[src/include/tsisp_params.svh]
// Constants of the two-wire temperature sensor slave port
`ifndef TSISP_PARAMS_SVH
`define TSISP_PARAMS_SVH
`define TSISP_CODE_STD 4'h3
`define TSISP_CODE_ALT 4'h9
`define TSISP_BYTE_BITS 4'h8
`define TSISP_BIT_ZERO 4'h0
`define TSISP_PTR_W 4
`define TSISP_TOUT_MS 25
`define TSISP_CLK_NS 50
`define TSISP_NS_PER_MS 1000000
`endif

[src/include/tsisp_pkg.sv]
// Types of the two-wire temperature sensor slave port
package tsisp_pkg;
   typedef logic [3:0] tsisp_ptr_t;
   typedef logic [7:0] tsisp_byte_t;
   typedef enum logic [2:0] {
      ST_IDLE,
      ST_ADDR,
      ST_ADDR_ACK,
      ST_RX,
      ST_RX_ACK,
      ST_TX,
      ST_TX_ACK
   } tsisp_state_t;
endpackage

[src/design/tsisp_sync.sv]
// Two-flop synchroniser for pin inputs
`timescale 1ns/10ps
module tsisp_sync #(
   parameter int W = 1
) (
   // Clock and reset
   input wire logic clk,
   input wire logic reset_n,
   // Data
   input wire logic [W-1:0] asyncIn,
   output logic [W-1:0] syncOut
);
   logic [W-1:0] meta_q;

   always_ff @(posedge clk)
   begin
      if (!reset_n)
      begin
         meta_q <= '1;
         syncOut <= '1;
      end
      else
      begin
         meta_q <= asyncIn;
         syncOut <= meta_q;
      end
   end
endmodule

[src/design/tsisp_slave.sv]
// Two-wire slave port of the temperature sensor
`timescale 1ns/10ps
`include "tsisp_params.svh"
module tsisp_slave #(
   parameter bit ALT_CODE = 1'b0,
   parameter int TOUT_CYC = `TSISP_TOUT_MS * (`TSISP_NS_PER_MS / `TSISP_CLK_NS),
   parameter int TOUT_W = 20
) (
   // Clock and reset
   input wire logic clk,
   input wire logic reset_n,
   // Serial bus pins
   input wire logic sclIn,
   input wire logic sdaIn,
   output logic sdaOut,
   output logic sdaOe,
   // Address straps
   input wire logic addrStrapBit0,
   input wire logic addrStrapBit1,
   input wire logic addrStrapBit2,
   // Alert
   input wire logic overTemp,
   output logic alertOut,
   output logic alertOe,
   // Register side
   output tsisp_pkg::tsisp_ptr_t regPtr,
   output tsisp_pkg::tsisp_byte_t wrData,
   output logic wrStrobe,
   input wire tsisp_pkg::tsisp_byte_t rdByte,
   output logic rdTake
);
   import tsisp_pkg::*;

   localparam logic [TOUT_W-1:0] TOUT_LIM = TOUT_W'(TOUT_CYC);
   localparam logic [3:0] DEV_CODE = ALT_CODE ? `TSISP_CODE_ALT : `TSISP_CODE_STD;

   logic [4:0] syncOut;
   logic sclS, sdaS, sclP_q, sdaP_q;
   logic [2:0] strapS;
   tsisp_state_t state_q, state_d;
   logic [3:0] bitCnt_q, bitCnt_d;
   tsisp_byte_t shift_q, shift_d;
   logic oe_d, firstRx_q, firstRx_d, nak_q, nak_d;
   tsisp_ptr_t ptr_d;
   tsisp_byte_t wrData_d;
   logic wrStb_d, rdTake_d;
   logic [TOUT_W-1:0] toutCnt_q;

   tsisp_sync #(
      .W(5)
   ) u_sync (
      .clk(clk),
      .reset_n(reset_n),
      .asyncIn({sclIn, sdaIn, addrStrapBit2, addrStrapBit1, addrStrapBit0}),
      .syncOut(syncOut)
   );

   // Decoding
   assign sclS = syncOut[4];
   assign sdaS = syncOut[3];
   assign strapS = syncOut[2:0];
   wire sclRise = sclS && !sclP_q;
   wire sclFall = !sclS && sclP_q;
   wire startCond = sclS && sclP_q && sdaP_q && !sdaS;
   wire stopCond = sclS && sclP_q && !sdaP_q && sdaS;
   wire toutHit = (toutCnt_q == TOUT_LIM);
   wire byteDone = (bitCnt_q == `TSISP_BYTE_BITS);
   wire addrMatch = (shift_q[7:1] == {DEV_CODE, strapS});
   wire isRead = shift_q[0];
   wire [3:0] bitNext = bitCnt_q + 4'h1;

   always_comb
   begin
      state_d = state_q;
      bitCnt_d = bitCnt_q;
      shift_d = shift_q;
      oe_d = sdaOe;
      firstRx_d = firstRx_q;
      nak_d = nak_q;
      ptr_d = regPtr;
      wrData_d = wrData;
      wrStb_d = 1'b0;
      rdTake_d = 1'b0;
      if (toutHit || stopCond)
      begin
         state_d = ST_IDLE;
         oe_d = 1'b0;
      end
      else if (startCond)
      begin
         state_d = ST_ADDR;
         bitCnt_d = `TSISP_BIT_ZERO;
         oe_d = 1'b0;
      end
      else
      begin
         case (state_q)
            ST_ADDR:
            begin
               if (sclRise && !byteDone)
               begin
                  shift_d = {shift_q[6:0], sdaS};
                  bitCnt_d = bitNext;
               end
               else if (sclFall && byteDone)
               begin
                  bitCnt_d = `TSISP_BIT_ZERO;
                  if (addrMatch)
                  begin
                     state_d = ST_ADDR_ACK;
                     oe_d = 1'b1;
                  end
                  else
                     state_d = ST_IDLE;
               end
            end
            ST_ADDR_ACK:
            begin
               if (sclFall)
               begin
                  if (isRead)
                  begin
                     state_d = ST_TX;
                     shift_d = rdByte;
                     oe_d = !rdByte[7];
                     rdTake_d = 1'b1;
                  end
                  else
                  begin
                     state_d = ST_RX;
                     oe_d = 1'b0;
                     firstRx_d = 1'b1;
                  end
               end
            end
            ST_RX:
            begin
               if (sclRise && !byteDone)
               begin
                  shift_d = {shift_q[6:0], sdaS};
                  bitCnt_d = bitNext;
               end
               else if (sclFall && byteDone)
               begin
                  state_d = ST_RX_ACK;
                  oe_d = 1'b1;
                  bitCnt_d = `TSISP_BIT_ZERO;
                  if (firstRx_q)
                  begin
                     ptr_d = shift_q[`TSISP_PTR_W-1:0];
                     firstRx_d = 1'b0;
                  end
                  else
                  begin
                     wrData_d = shift_q;
                     wrStb_d = 1'b1;
                  end
               end
            end
            ST_RX_ACK:
            begin
               if (sclFall)
               begin
                  state_d = ST_RX;
                  oe_d = 1'b0;
               end
            end
            ST_TX:
            begin
               if (sclRise && !byteDone)
                  bitCnt_d = bitNext;
               else if (sclFall)
               begin
                  if (byteDone)
                  begin
                     state_d = ST_TX_ACK;
                     oe_d = 1'b0;
                     bitCnt_d = `TSISP_BIT_ZERO;
                  end
                  else
                  begin
                     shift_d = {shift_q[6:0], 1'b0};
                     oe_d = !shift_q[6];
                  end
               end
            end
            ST_TX_ACK:
            begin
               if (sclRise)
                  nak_d = sdaS;
               else if (sclFall)
               begin
                  if (nak_q)
                     state_d = ST_IDLE;
                  else
                  begin
                     state_d = ST_TX;
                     shift_d = rdByte;
                     oe_d = !rdByte[7];
                     rdTake_d = 1'b1;
                  end
               end
            end
            default:
               state_d = ST_IDLE;
         endcase
      end
   end

   always_ff @(posedge clk)
   begin
      if (!reset_n)
      begin
         sclP_q <= 1'b1;
         sdaP_q <= 1'b1;
         state_q <= ST_IDLE;
         bitCnt_q <= `TSISP_BIT_ZERO;
         shift_q <= 8'h00;
         sdaOe <= 1'b0;
         firstRx_q <= 1'b0;
         nak_q <= 1'b0;
         regPtr <= 4'h0;
         wrData <= 8'h00;
         wrStrobe <= 1'b0;
         rdTake <= 1'b0;
      end
      else
      begin
         sclP_q <= sclS;
         sdaP_q <= sdaS;
         state_q <= state_d;
         bitCnt_q <= bitCnt_d;
         shift_q <= shift_d;
         sdaOe <= oe_d;
         firstRx_q <= firstRx_d;
         nak_q <= nak_d;
         regPtr <= ptr_d;
         wrData <= wrData_d;
         wrStrobe <= wrStb_d;
         rdTake <= rdTake_d;
      end
   end

   // Stuck clock timer
   always_ff @(posedge clk)
   begin
      if (!reset_n || sclRise || sclFall || state_q == ST_IDLE)
         toutCnt_q <= '0;
      else if (!toutHit)
         toutCnt_q <= toutCnt_q + 1'b1;
   end

   // Open-drain pins only pull low
   always_ff @(posedge clk)
   begin
      if (!reset_n)
      begin
         sdaOut <= 1'b0;
         alertOut <= 1'b0;
         alertOe <= 1'b0;
      end
      else
      begin
         sdaOut <= 1'b0;
         alertOut <= 1'b0;
         alertOe <= overTemp;
      end
   end
endmodule

[config.mk]
export PLATFORM = sky130hd
export DESIGN_NAME = tsisp_slave
export DESIGN_NICKNAME = d
export VERILOG_FILES = /design/src/include/tsisp_pkg.sv /design/src/design/tsisp_sync.sv /design/src/design/tsisp_slave.sv
export VERILOG_INCLUDE_DIRS = /design/src /design/src/include
export SDC_FILE = /design/constraint.sdc
export NUM_CORES = 1
export LEC_CHECK = 0
export ABC_AREA = 0
export BUFFER_PORTS_ARGS = -buffer_cell sky130_fd_sc_hd__buf_4
export CORE_ASPECT_RATIO = 0.7
export CORE_MARGIN = 3
export CORE_UTILIZATION = 45
export CTS_CLUSTER_DIAMETER = 60
export CTS_CLUSTER_SIZE = 14
export DETAILED_ROUTE_END_ITERATION = 6
export GPL_ROUTABILITY_DRIVEN = 0
export GPL_TIMING_DRIVEN = 0
export PLACE_DENSITY_LB_ADDON = 0.2
export SYNTH_ARGS = -nofsm -noshare
export SYNTH_HDL_FRONTEND = slang
export SYNTH_SLANG_ARGS = --single-unit
export TNS_END_PERCENT = 1
[constraint.sdc]
create_clock -name clk -period 4.99 [get_ports clk]
set_clock_uncertainty 0.1 [all_clocks]
set_input_delay 0.499 -clock clk [delete_from_list [all_inputs] [get_ports clk]]
set_output_delay 0.499 -clock clk [all_outputs]
set_load 0.01 [all_outputs]
# After elaboration in Yosys (flattened, before gate mapping)
# Cells that the tools add are included.
[word_totals]
register_bits = 65
inputBits = 16
out_inout_bits = 18
wordCells = 167
[classes]
addsub = 2
n_eq_ne = 40
mux = 60
bitwise = 7
reduce_logical = 40
[op_table]
columns = ["operator", "count"]
rows = [
  ["two-way mux 8 bit", 9],
  ["two-way mux 3 bit", 13],
  ["!= test 3 bit, second input constant", 11],
  ["AND reduction 11 bit", 3],
  ["!= test 2 bit, second input constant", 16],
  ["one-hot mux 8 bit (4 select lines)", 1],
  ["two-way mux 1 bit", 25],
  ["two-way mux 4 bit", 6],
  ["adder 20 x 1 -> 20 bit, second input constant", 1],
  ["equality test 20 x 19 -> 1 bit, second input constant", 1],
  ["one-hot mux 3 bit (6 select lines)", 1],
  ["AND reduction 13 bit", 1],
  ["AND reduction 12 bit", 1],
  ["AND reduction 6 bit", 2],
  ["equality test 3 bit, second input constant", 3],
  ["logical AND 1 bit", 9],
  ["logical NOT 1 bit", 8],
  ["!= test 4 bit, second input constant", 2],
  ["one-hot mux 4 bit (2 select lines)", 1],
  ["equality test 7 x 5 -> 1 bit", 1],
  ["NOT 1 bit", 7],
  ["AND reduction 7 bit", 1],
  ["equality test 3 x 2 -> 1 bit, second input constant", 2],
  ["one-hot mux 1 bit (6 select lines)", 1],
  ["other kinds (18)", 23],
]

# Logic depth before layout (Yosys ltp)
[depth]
word_depth = 7
ltp_mapped = 9
ltp_nobuf = 8

# Cells and area by module
# From an unflattened synthesis, not the netlist that was laid out.
[unflattened]
hier_cells = 351
area_unflattened_um2 = 3066.7
[by_module_without_submodules]
columns = ["mod", "instances", "cells_each", "area_per_inst_um2", "seq_area_each_um2"]
rows = [
  ["tsisp_slave", 1, 331, 2803.9, 1101.1],
  ["tsisp_sync", 1, 20, 262.8, 200.2],
]

# Worst setup path before layout
# Ideal clock, no wire load.
[synth_timing]
path_kind = "register to register"
startpoint = "reg bitCnt_q[0]"
endpoint = "reg shift_q[3]"
setup_ns = 0.134
arrival_time_ns = 1.647
t_required_ns = 4.756
path_slack_ns = 3.109
path_stages_with_launch = 10
path_buffers = 1
period_less_slack_ns = 1.881
path_cell_list = "dfxtp_1 > inv_1 > ha_1 > nand3b_1 > a311oi_1 > nand3b_1 > nand4b_4 > buf_6 > a221oi_2 > a211oi_2"
[synth_via]
elab_chain_cells = 5
elab_cells_between_ends = 7
cone_classes = "eq/ne (4); reduce/logical (3)"
[synth_lines]
columns = ["element", "line_no", "source"]
rows = [
  ["from (decl)", "tsisp_slave.sv:41", "logic [3:0] bitCnt_q, bitCnt_d;"],
  ["from (signal assigned)", "tsisp_slave.sv:217", "bitCnt_q <= `TSISP_BIT_ZERO;"],
  ["from (signal assigned)", "tsisp_slave.sv:232", "bitCnt_q <= bitCnt_d;"],
  ["equality test 4 bit (no source line) *", "n/a", ""],
  ["logical NOT 1 bit", "tsisp_slave.sv:100, tsisp_slave.sv:138, tsisp_slave.sv:170", ""],
  ["logical AND 1 bit", "tsisp_slave.sv:100, tsisp_slave.sv:138, tsisp_slave.sv:170", ""],
  ["!= test 2 x 1 -> 1 bit (no source line) / != test 2 bit (equally long branches)", "n/a", ""],
  ["AND reduction 12 bit (no source line) *", "n/a", ""],
  ["to (signal assigned)", "tsisp_slave.sv:233", "shift_q <= shift_d;"],
  ["to (decl)", "tsisp_slave.sv:42", "tsisp_byte_t shift_q, shift_d;"],
]
# Every way passes the cells marked *; elsewhere a longest branch is shown, timed or not.
# A chain may end at the register's enable or synchronous reset.

# Worst setup path after layout
[layout_timing]
startpoint = "reg bitCnt_q[0]"
endpoint = "reg wrData[1]"
[layout_via]
elab_chain_cells = 5
elab_cells_between_ends = 6
cone_classes = "eq/ne (1); bitwise (1); reduce/logical (4)"
[layout_lines]
columns = ["element", "line_no", "source"]
rows = [
  ["equality test 4 bit (no source line) *", "n/a", ""],
  ["logical NOT 1 bit", "tsisp_slave.sv:138", "if (sclRise && !byteDone)"],
  ["logical AND 1 bit", "tsisp_slave.sv:138", ""],
  ["NOT 1 bit (no source line)", "n/a", ""],
  ["AND reduction 6 bit (no source line) *", "n/a", ""],
  ["to (signal assigned)", "tsisp_slave.sv:238", "wrData <= wrData_d;"],
  ["to (decl)", "tsisp_slave.sv:27", "output tsisp_pkg::tsisp_byte_t wrData,"],
]
# Marked as above.

==> results.py <==
metrics = {
    "final_layout": {
        "layout_common_cells": "dfxtp_1 (65), nor2_1 (42), buf_4 (33), nand2_1 (21), nand2b_1 (18)",
        "utilization": 0.5665,
        "syn2layout_area_growth_pct": 17.91,
        "fin_cells": 486,
        "diodes": 0,
        "drive_gt1_frac": 0.1797,
        "nets": 410,
        "final_common_cell": "dfxtp_1",
    },
    "synthesis": {
        "syn_inst": 347,
        "synth_edf_count": 0,
        "syn_avg_cell_area_um2": 8.939,
        "async_reset_ff_frac": 0,
        "yosys_warnings": 0,
        "synthDistinctLibCells": 60,
        "synth.yosys.seq_area_share": 0.4195,
        "ys.flop_type": "dfxtp_1",
        "ys_ff_latch": 65,
        "syn_area_um2": 3102,
    },
    "global_routing": {
        "grt_overflow": 0,
        "track_usage": 0.1885,
        "grt_pass1_vias": 2384,
        "grt_pass1_wl_um": 11810,
        "grt_max_degree": 13,
        "antenna_found_initial": 0,
    },
    "timing": {
        "rsz0062_at_grt": "false",
        "drv_slew": 0,
        "max_slew_margin": 0.6107,
        "finalSetupTns_ns": 0,
        "worst_pin_slew_ns": 0.5785,
        "fin_crit_sh": 0.4525,
        "hold_viol": 0,
        "finalSetupViolCount": 0,
        "min_period_ns": 2.258,
        "post-route-worst-setup-slack_ns": 2.732,
        "max_clock_freq_ghz": 0.4429,
    },
    "clock_network": {
        "clk_pin_slew_ns": 0.07,
        "root_buffer": "clkbuf_8",
        "htreeDepth": 3,
        "cts_buffers": 9,
        "cts_setup_buffers": 0,
        "hold_buffers": 0,
        "cts_tree": "yes",
        "cts_resized": 0,
        "clockBufferDepth": 2,
        "cts_sinks": 65,
        "clkLatencyLatePin_ns": 0.35,
    },
    "routing": {
        "drc": 0,
        "drtAntennaViolNets": 0,
        "vias": 2713,
        "vias_per_cell": 5.582,
        "drtIter0Drc": 341,
        "wl_per_cell_um": 14.64,
        "routed_wl_um": 7113,
        "drt-met1-wl_um": 3637,
        "dr.pass1.iters": 5,
        "dr_wl_met2_um": 2798,
        "top_layer_used": "met4",
        "wl_met3_um": 563,
    },
    "placement": {
        "dp_slack_ns": 2.798,
        "hpwl_um": 5125,
        "dp_cells": 470,
        "io_buffers": 31,
    },
    "critical_path": {
        "crit_fanout": 8,
        "cp-end-kind": "register",
        "worstPathCellList": "inv_1 > ha_1 > nand3b_1 > nor2_1 > nand4b_1 > nor2b_1 > buf_2 > mux2i_1 > nor2_1",
        "ff2ff_path_depth": 9,
        "arrival_ns": 2.38,
        "crit_type": "reg2reg",
        "slowest_delay_ns": 0.35,
        "rr_startpoint": "bitCnt_q[0]",
        "cp_slowest_cell": "nor2_1",
        "worstPathRequired_ns": 5.11,
        "crit_path_frequent_cell": "nor2_1",
        "startpoint_type": "register",
        "reg2reg_slack_ns": 2.73,
        "r2r_end": "wrData[1]",
    },
    "floorplanning": {
        "pin_count": 34,
        "start_util": 0.4804,
        "die_width_um": 105.2,
        "die_area_um2": 7941,
        "coreArea_um2": 6456,
        "dieHeight_um": 75.46,
        "placementRows": 24,
    },
    "min_path": {
        "hp-class": "in2reg",
        "whs_path_depth": 2,
        "hold_end": "u_sync.meta_q[4]",
        "min-delay-start": "sclIn",
    },
    "job": {
        "drv_cap": 0,
    },
    "outcome": {
        "status": "finished clean",
    },
    "power": {
        "irDropWorstVdd_mv": 0.1887,
        "p_per_area_nw_per_um2": 395.7,
        "power_mw": 1.447,
        "p_leak_nw": 1.372,
    },
}
==> Yosys cell counts, drive strengths merged (7+ instances only) <==
cell,number,area (um^2)
inv,12,45.04
buf,11,71.31
o21ai,19,98.84
a21oi,14,70.07
dfxtp,65,1301
clkbuf,10,37.54
nand4,8,56.30
nand2,21,78.83
nand2b,18,112.6
xor2,11,96.34
a211oi,7,62.56
nor2,42,157.7
nand3,14,80.08
mux2i,17,170.2
==> routing by layer <==
metal  global-route usage  up-vias
met5                    0        -
met4              0.06114        0
met3              0.06689       19
met2               0.2542      116
met1               0.2770     1265
li1                     -     1313
==> power by group <==
part / leakage, nW / switching (mW) / total [mW] / internal [mW]
logic: 0.758 / 0.235 / 0.383 / 0.148
registers: 0.528 / 0.0440 / 0.604 / 0.560
clock network: 0.0868 / 0.217 / 0.461 / 0.244
==> final cells by class <==
| class | count | area (um^2) |
|---|---|---|
| plain buffers | 21 | 108.9 |
| clock buffers | 10 | 137.6 |
| clock inverters | 6 | 67.56 |
| fillers | 592 | 2799 |
| inverters | 12 | 45.04 |
| multi-input cells | 250 | 1650 |
| flip-flops and latches | 65 | 1301 |
| well taps | 91 | 113.9 |
| repair buffers | 31 | 232.7 |
==> per-stage QoR <==
step	cell area (um^2)	hold WS [ns]
after global routing	3657	0.2207
after CTS	3657	0.2141
after detailed placement	3452	0.2944
after floorplan	3105	0.2863
after global placement	3452	0.2884
final	3657	0.2262
==> kinds of logic after synthesis <==
family | count (synthesis) | synth area share
compound gates | 64 | 0.1452
xor+xnor | 17 | 0.04800
fa+ha+maj | 4 | 0.01614
buf+inv | 33 | 0.04961
flops | 65 | 0.4195
mux | 17 | 0.05486
other cells | 1 | 0.001209
simple gates | 146 | 0.2654
==> registers in the layout, summed over array words and instances, names as in the netlist <==
name and count:
nak_q 1, u_sync.syncOut 5, rdTake 1, toutCnt_q 20, alertOe 1, shift_q 8
bitCnt_q 4, u_sync.meta_q 5, sclP_q 1, sdaOe 1, regPtr 4, wrData 8
sdaP_q 1, wrStrobe 1, state_q 3, firstRx_q 1
==> critical path: cells and delay by family (launching register included) <==
family	cells	cell delay (ns)
mux	1	0.24
buf+inv	2	0.32
flops	1	0.34
fa+ha+maj	1	0.16
simple gates	5	0.96
==> how the worst max path moves through the flow <==
stage / depth (start not counted) / slack [ns] / to / start
3_3_place_gp: 7 / 2.81 / rdTake / toutCnt_q[0]
5_1_grt: 9 / 2.55 / wrData[1] / bitCnt_q[0]
3_5_place_dp: 9 / 2.80 / wrData[1] / bitCnt_q[0]
4_1_cts: 9 / 2.78 / wrData[1] / bitCnt_q[0]
6_report: 9 / 2.73 / wrData[1] / bitCnt_q[0]
2_1_floorplan: 9 / 3.11 / shift_q[3] / bitCnt_q[0]
Note: power is estimated with default switching activity, not from simulation.
